<file path="src/hw/adcsel_pkg.sv">
package adcsel_pkg;
  // ==========================================================
  // Register map
  // ==========================================================
  // Byte address of the aux select register
  localparam logic [7:0] SEL_ADDR = 8'h00;
  // Byte address of the amp/mode control register
  localparam logic [7:0] CTRL_ADDR = 8'h04;
  // Byte address of the routed-source status register
  localparam logic [7:0] ROUTE_ADDR = 8'h08;
  // Register width
  localparam int REG_W = 16;
  // Field positions in the select register
  localparam int POS_SA = 0;
  localparam int POS_NA_LO = 1;
  localparam int POS_NA_HI = 2;
  localparam int POS_SB = 8;
  localparam int POS_NB_LO = 9;
  localparam int POS_NB_HI = 10;
  // Implemented-bit mask of the select register
  localparam logic [15:0] SEL_MASK = 16'h0707;
  // Reset value of the select and control registers
  localparam logic [15:0] SEL_RESET = 16'h0000;
  // Control register fields
  localparam int POS_TWELVE = 0;
  localparam int POS_AMP1 = 1;
  localparam int POS_AMP2 = 2;
  localparam int POS_AMP3 = 3;
  localparam int POS_CMPEN = 4;
  localparam logic [15:0] CTRL_MASK = 16'h001f;
  // Negative field codes
  localparam logic [1:0] NEG_HIGH_INPUTS = 2'h3;
  localparam logic [1:0] NEG_MID_INPUTS = 2'h2;
  // ==========================================================
  // Source encoding of one sample input
  // ==========================================================
  typedef enum logic [4:0] {
    SRC_AN0, SRC_AN1, SRC_AN2, SRC_AN3, SRC_AN6, SRC_AN7, SRC_AN8, SRC_AN9,
    SRC_ANALOG_INPUT_10, SRC_ANALOG_INPUT_11, SRC_AMP1, SRC_AMP2, SRC_AMP3, SRC_VREFL, SRC_VSS
  } adcsel_src_t;
endpackage : adcsel_pkg

</file>
<file path="src/hw/adcsel_route.sv">
`timescale 1ns/1ns
// ==========================================================
// One set of channel 1..3 routing decode
// ==========================================================
module adcsel_route
  import adcsel_pkg::*;
(
  input wire logic posSel,
  input wire logic [1:0] negSel,
  input wire logic [2:0] ampOn,
  input wire logic cmpOn,
  output adcsel_pkg::adcsel_src_t posSrc [3],
  output adcsel_pkg::adcsel_src_t negSrc [3]
);
  // Pick amp output when its mode bit is set, else the pin
  function automatic adcsel_src_t ampOrPin(input logic on, input adcsel_src_t amp, input adcsel_src_t pin);
    return on ? amp : pin;
  endfunction : ampOrPin

  // Pins 0..7 are lent to comparators; then they read as ground
  function automatic adcsel_src_t lend(input adcsel_src_t s, input logic c);
    logic low;
    low = (s == SRC_AN0) || (s == SRC_AN1) || (s == SRC_AN2) || (s == SRC_AN3) ||
          (s == SRC_AN6) || (s == SRC_AN7);
    return (c && low) ? SRC_VSS : s;
  endfunction : lend

  // Routing table
  always_comb begin
    if (posSel) begin
      posSrc[0] = lend(ampOrPin(ampOn[0], SRC_AMP1, SRC_AN3), cmpOn);
      posSrc[1] = lend(ampOrPin(ampOn[1], SRC_AMP2, SRC_AN0), cmpOn);
      posSrc[2] = lend(ampOrPin(ampOn[2], SRC_AMP3, SRC_AN6), cmpOn);
    end else begin
      posSrc[0] = lend(ampOrPin(ampOn[1], SRC_AMP2, SRC_AN0), cmpOn);
      posSrc[1] = lend(SRC_AN1, cmpOn);
      posSrc[2] = lend(SRC_AN2, cmpOn);
    end
    case (negSel)
      NEG_HIGH_INPUTS: begin
        negSrc[0] = SRC_AN9;
        negSrc[1] = SRC_ANALOG_INPUT_10;
        negSrc[2] = SRC_ANALOG_INPUT_11;
      end
      NEG_MID_INPUTS: begin
        negSrc[0] = lend(ampOrPin(ampOn[2], SRC_AMP3, SRC_AN6), cmpOn);
        negSrc[1] = lend(SRC_AN7, cmpOn);
        negSrc[2] = SRC_AN8;
      end
      default: begin
        negSrc[0] = SRC_VREFL;
        negSrc[1] = SRC_VREFL;
        negSrc[2] = SRC_VREFL;
      end
    endcase
  end
endmodule : adcsel_route

</file>
<file path="src/hw/adcsel_top.sv">
`timescale 1ns/1ns
// Overview of operation
// - Bits fifteen to eleven read zero, ignore writes
// - Set B negative code picks high, mid, reference
// - Set B negative field reads zero in 12-bit
// - Set B positive bit eight routes amp/pins
// - Set B positive bit reads zero in 12-bit
// - Bits seven to three read zero, ignore writes
// - Set A negative field same coding as B
// - Set A negative field reads zero in 12-bit
// - Amp output used only when mode bit set
// - Low pins lost when comparator function enabled
module adcsel_top
  import adcsel_pkg::*;
(
  input wire logic sys_clk,
  input wire logic rst,
  input wire logic wb_cyc_i,
  input wire logic wb_stb_i,
  input wire logic wb_we_i,
  input wire logic [7:0] wb_adr_i,
  input wire logic [3:0] wb_sel_i,
  input wire logic [31:0] wb_dat_i,
  output logic [31:0] wb_dat_o,
  output logic wb_ack_o,
  output logic wb_err_o,
  output adcsel_pkg::adcsel_src_t muxAPos [3],
  output adcsel_pkg::adcsel_src_t muxANeg [3],
  output adcsel_pkg::adcsel_src_t muxBPos [3],
  output adcsel_pkg::adcsel_src_t muxBNeg [3]
);
  import adcsel_pkg::*;

  // ==========================================================
  // State
  // ==========================================================
  typedef struct packed {
    logic [15:0] selStore;   // Raw stored select bits
    logic [15:0] ctrlStore;  // Mode and amp enables
    logic ack;               // Bus answer
    logic err;               // Unmapped answer
    logic [31:0] rdData;     // Read data
  } adcsel_state_t;

  adcsel_state_t state_reg; // Registered state
  adcsel_state_t state_next; // Next state

  logic twelveBit; // 12-bit conversion selected
  logic [15:0] selView; // Select register as software sees it
  logic [15:0] routeView; // Route status view
  logic busReq; // New request this cycle
  logic hitSel; // Select register addressed
  logic hitCtrl; // Control register addressed
  logic hitRoute; // Route register addressed
  logic [15:0] laneMask; // Byte enables as a bit mask
  adcsel_src_t aPos [3]; // Set A decode
  adcsel_src_t aNeg [3];
  adcsel_src_t bPos [3]; // Set B decode
  adcsel_src_t bNeg [3];

  assign twelveBit = state_reg.ctrlStore[POS_TWELVE];

  // ==========================================================
  // Read view of the select register
  // ==========================================================
  // Storage is kept in 12-bit mode so the value returns when leaving it;
  // only the read view and the routing see the fields as absent.
  always_comb begin
    selView = state_reg.selStore & SEL_MASK;
    if (twelveBit) begin
      selView[POS_NB_HI:POS_NB_LO] = 2'h0;
      selView[POS_SB] = 1'b0;
      selView[POS_NA_HI:POS_NA_LO] = 2'h0;
    end
  end

  // ==========================================================
  // Routing of both sets
  // ==========================================================
  // Set A decode
  adcsel_route routeA (
    .posSel(selView[POS_SA]),
    .negSel(selView[POS_NA_HI:POS_NA_LO]),
    .ampOn({state_reg.ctrlStore[POS_AMP3], state_reg.ctrlStore[POS_AMP2], state_reg.ctrlStore[POS_AMP1]}),
    .cmpOn(state_reg.ctrlStore[POS_CMPEN]),
    .posSrc(aPos),
    .negSrc(aNeg)
  );

  // Set B decode
  adcsel_route routeB (
    .posSel(selView[POS_SB]),
    .negSel(selView[POS_NB_HI:POS_NB_LO]),
    .ampOn({state_reg.ctrlStore[POS_AMP3], state_reg.ctrlStore[POS_AMP2], state_reg.ctrlStore[POS_AMP1]}),
    .cmpOn(state_reg.ctrlStore[POS_CMPEN]),
    .posSrc(bPos),
    .negSrc(bNeg)
  );

  // Routing outputs follow the select read view and the control store directly
  assign muxAPos = aPos;
  assign muxANeg = aNeg;
  assign muxBPos = bPos;
  assign muxBNeg = bNeg;

  // Route status: channel 1 sources of set B
  assign routeView = {3'h0, bNeg[0], 3'h0, bPos[0]};

  // ==========================================================
  // Wishbone slave
  // ==========================================================
  assign busReq = wb_cyc_i && wb_stb_i && !state_reg.ack && !state_reg.err;
  assign hitSel = (wb_adr_i == SEL_ADDR);
  assign hitCtrl = (wb_adr_i == CTRL_ADDR);
  assign hitRoute = (wb_adr_i == ROUTE_ADDR);
  assign laneMask = {{8{wb_sel_i[1]}}, {8{wb_sel_i[0]}}};

  // Next-state logic
  always_comb begin
    state_next = state_reg;
    state_next.ack = 1'b0;
    state_next.err = 1'b0;
    if (busReq) begin
      if (hitSel || hitCtrl || hitRoute) begin
        state_next.ack = 1'b1;
      end else begin
        // Unmapped address answers with err
        state_next.err = 1'b1;
      end
      if (wb_we_i) begin
        // Masked bits never store, so reserved stay zero
        if (hitSel) begin
          state_next.selStore = ((state_reg.selStore & ~laneMask) | (wb_dat_i[15:0] & laneMask)) & SEL_MASK;
        end
        if (hitCtrl) begin
          state_next.ctrlStore = ((state_reg.ctrlStore & ~laneMask) | (wb_dat_i[15:0] & laneMask)) & CTRL_MASK;
        end
        state_next.rdData = 32'h0;
      end else begin
        if (hitSel) begin
          state_next.rdData = {16'h0, selView};
        end else if (hitCtrl) begin
          state_next.rdData = {16'h0, state_reg.ctrlStore};
        end else if (hitRoute) begin
          state_next.rdData = {16'h0, routeView};
        end else begin
          state_next.rdData = 32'h0;
        end
      end
    end
  end

  // State register; reset clears all implemented fields
  always_ff @(posedge sys_clk or posedge rst) begin
    if (rst) begin
      state_reg.selStore <= SEL_RESET;
      state_reg.ctrlStore <= SEL_RESET;
      state_reg.ack <= 1'b0;
      state_reg.err <= 1'b0;
      state_reg.rdData <= 32'h0;
    end else begin
      state_reg <= state_next;
    end
  end

  assign wb_ack_o = state_reg.ack;
  assign wb_err_o = state_reg.err;
  assign wb_dat_o = state_reg.rdData;
endmodule : adcsel_top

</file>
<file path="config.mk">
export PLATFORM = sky130hd
export DESIGN_NAME = adcsel_top
export DESIGN_NICKNAME = d
export VERILOG_FILES = /design/src/hw/adcsel_pkg.sv /design/src/hw/adcsel_route.sv /design/src/hw/adcsel_top.sv
export SDC_FILE = /design/constraint.sdc
export NUM_CORES = 1
export LEC_CHECK = 0
export ABC_AREA = 1
export BUFFER_PORTS_ARGS = -buffer_cell sky130_fd_sc_hd__buf_2
export CORE_MARGIN = 2
export CORE_UTILIZATION = 37
export DETAILED_ROUTE_END_ITERATION = 12
export PLACE_DENSITY = 0.78
export SLEW_MARGIN = 20
export SYNTH_ARGS = -nofsm -noshare
export SYNTH_HDL_FRONTEND = slang
export SYNTH_SLANG_ARGS = --single-unit
</file>
<file path="constraint.sdc">
create_clock -name sys_clk -period 1.1 [get_ports sys_clk]
set_input_delay 0.11 -clock sys_clk [delete_from_list [all_inputs] [get_ports sys_clk]]
set_output_delay 0.11 -clock sys_clk [all_outputs]
set_load 0.02 [all_outputs]
</file>
==> run_results.csv <==
group,metric,value,unit
sta,skew,8.057,ps
logic_synthesis,synthArstFlopShare,100.0,%
logic_synthesis,ys_types,23,
cells_and_area,post-route-util,62.49,%
run_status,violations,"setup timing",
clock_network,clock_latency,270,ps
global_routing,antenna_found_initial,0,
detailed_routing,vias,2055,
floorplanning,core_area,5010,um2
detailed_routing,drc,0,
clock_network,clock_path_buffers,2,
floorplanning,row_count,26,
detailed_routing,drt_iter0_drc,125,
worst_setup_path,worstSetupEndpointType,"output port",
sta,fin_ws,-412.7,ps
logic_synthesis,synthTopCellsByArea,"dfrtp_1 29%, buf_4 23%, nand2_1 18%, nand3_1 5.8%, inv_1 4.2%",
floorplanning,die_h,75.51,um
worst_setup_path,worstRegToRegCells,9,
detailed_routing,avgRoutedWirePerCell,12.97,um
cells_and_area,drive_gt1_share,57.37,%
clock_network,cts_sinks,22,
place,numPortBuffers,77,
logic_synthesis,synth_top_area_share,29.10,%
worst_setup_path,start_kind,"flop",
detailed_routing,vias_per_cell,4.567,
detailed_routing,antenna_left,0,
clock_network,path_clk_slew,90,ps
logic_synthesis,ys_seq_area_share,29.10,%
power_and_ir_drop,p_per_area,578.9,nW/um2
power_and_ir_drop,peakVddDrop,0.3620,mV
cells_and_area,num-fill-cells,416,
logic_synthesis,synth-edff-count,0,
job,maxCapViolCount,0,
sta,fmax,0.6611,GHz
cells_and_area,layoutNonFillerInstCount,450,
floorplanning,fp.dieW,75.51,um
sta,fin_crit_sh,137.5,%
sta,hold_viol,0,
logic_synthesis,yosys_most_used_dff,"dfrtp_1",
worst_setup_path,worstSetupPathType,"flop to output port",
cells_and_area,multi_input_area,1276,um2
worst_setup_path,crit_fanout,5,
place,place_congestion,0.9004,
global_routing,grt_pass1_vias,1855,
min_path,min_path_type,"primary input to flop",
logic_synthesis,synth_warnings,0,
logic_synthesis,synthTopCellsByCount,"90 x nand2_1, 57 x buf_4, 22 x dfrtp_1, 22 x nand3_1, 21 x inv_1",
floorplanning,die_area,5701,um2
clock_network,htreeDepth,1,
worst_setup_path,reg2reg_to,"wb_dat_o[9]",
power_and_ir_drop,p_leak,1.721,nW
floorplanning,initial_core_util,37.76,%
worst_setup_path,endpoint,"muxANeg[6]",
worst_setup_path,required,990,ps
logic_synthesis,synth.most_common_cell,"nand2_1",
sta,rsz0062_at_grt,"true",
clock_network,cts_buffers,3,
place,dp.cells,437,
global_routing,grt_max_degree,23,
clock_network,cts_tree,"yes",
logic_synthesis,synth_seq_cells,22,
logic_synthesis,syn_area_per_cell,6.781,um2
cells_and_area,synthToLayoutAreaGrowth,65.48,%
worst_setup_path,cp.arrival,1400,ps
power_and_ir_drop,p_total,0.001812,W
worst_setup_path,r2r_slack,-190,ps
clock_network,cts-root-buf,"clkbuf_8",
sta,layout_min_cycle_time,1513,ps
detailed_routing,wirelength,5836,um
run_status,run_status,"finished with violations",
global_routing,grt_pass1_wl,8487,um
place,dpl.hpwl,4073,um
detailed_routing,drt_first_pass_iters,4,
cells_and_area,nNetsFinal,430,
global_routing,gr-usage-all-layers,19.67,%
sta,slew_viol_final,0,
floorplanning,ios,143,
logic_synthesis,yosysTopAreaCell,"dfrtp_1",
cells_and_area,antenna_cells,0,
sta,finalSetupViolCount,60,
cells_and_area,register_area,558.0,um2
global_routing,grt_overflow,0,
logic_synthesis,syn_area,1892,um2
logic_synthesis,syn_inst,279,
-- timing repair --
action | in CTS | in global routing
resized for setup | 127 | 37
endpoints found under the setup margin | 61 | 64
buffers inserted | 5 | 3
hold buffers | 1 | 0
endpoints found under the hold margin | 22 | 0
pin swaps | 14 | 13
-- worst min path at each step --
stage                 from                          to  slack, ps  cells past startpoint
2_1_floorplan          rst  asynchronous set/reset pin        100                      1
5_1_grt        wb_dat_i[3]                        flop         90                      3
3_3_place_gp           rst                wb_dat_o[10]        150                      3
4_1_cts        wb_dat_i[4]                        flop         80                      3
6_report       wb_dat_i[9]                        flop         90                      3
3_5_place_dp           rst                 wb_dat_o[1]        160                      3
-- final cells by class --
cell class	instances	area share, %
tap	70	2.798
clock buffer	4	1.759
sequential	22	17.83
timing repair buffer	122	32.89
multi-input combinational	205	40.77
inverter	27	3.957
-- placed cells by master (no fill, tap or decap), drive strengths merged --
cell / n
clkinv: 2
conb: 39
nand2: 95
nand3: 23
o21ai: 10
nand4: 4
nor2: 23
and2: 1
buf: 121
o21a: 1
nor3: 1
dlygate4sd3: 1
dfrtp: 22
inv: 25
a21oi: 8
clkbuf: 4
-- through the flow --
| stage | setup WS (ps) | area, um2 | hold WS (ps) | setup TNS, ps |
|---|---|---|---|---|
| 2_1_floorplan | -137.5 | 2190 | 99.09 | -2447 |
| 3_3_place_gp | -132.0 | 2479 | 152.9 | -2504 |
| 3_5_place_dp | -148.0 | 2479 | 157.7 | -3774 |
| 4_1_cts | -364.4 | 2984 | 82.56 | -13620 |
| 5_1_grt | -439.2 | 3131 | 93.67 | -18310 |
| 6_report | -412.7 | 3131 | 90.22 | -15560 |
-- power breakdown --
group          switching (W)  internal [W]
Combinational       0.000273      0.000114
Sequential        0.00000773      0.000814
Clock               0.000283      0.000320
Total               0.000563       0.00125
-- worst max-delay path, cell delays in order, from the launching register on --
cell and delay (ps):
dfrtp_2 470, clkinv_4 110, nand2_4 70, nor2_4 210, inv_4 70, nor2_4 80, buf_6 120
-- kinds of logic (layout without fill, tap and decap cells) --
| logic type | count (synthesis) | count (layout) | share of synthesized area, % |
|---|---|---|---|
| DFF | 22 | 22 | 29.10 |
| AOI/OAI and AO/OA | 19 | 19 | 5.159 |
| other | 2 | 39 | 0.3970 |
| and+or+nand+nor | 147 | 147 | 35.85 |
| buffers and inverters | 89 | 153 | 29.50 |
-- routing by layer --
| metal | up-vias | part of all wire (%) | track usage (%) | routed length (um) |
|---|---|---|---|---|
| li1 | 970 | - | - | - |
| met1 | 978 | 37 | 21.53 | 2138 |
| met2 | 98 | 55 | 37.87 | 3216 |
| met3 | 9 | 6.8 | 3.439 | 395 |
| met4 | 0 | 1.5 | 6.628 | 85 |
| met5 | - | 0 | 0 | 0 |
(Power assumes the default switching activity.)
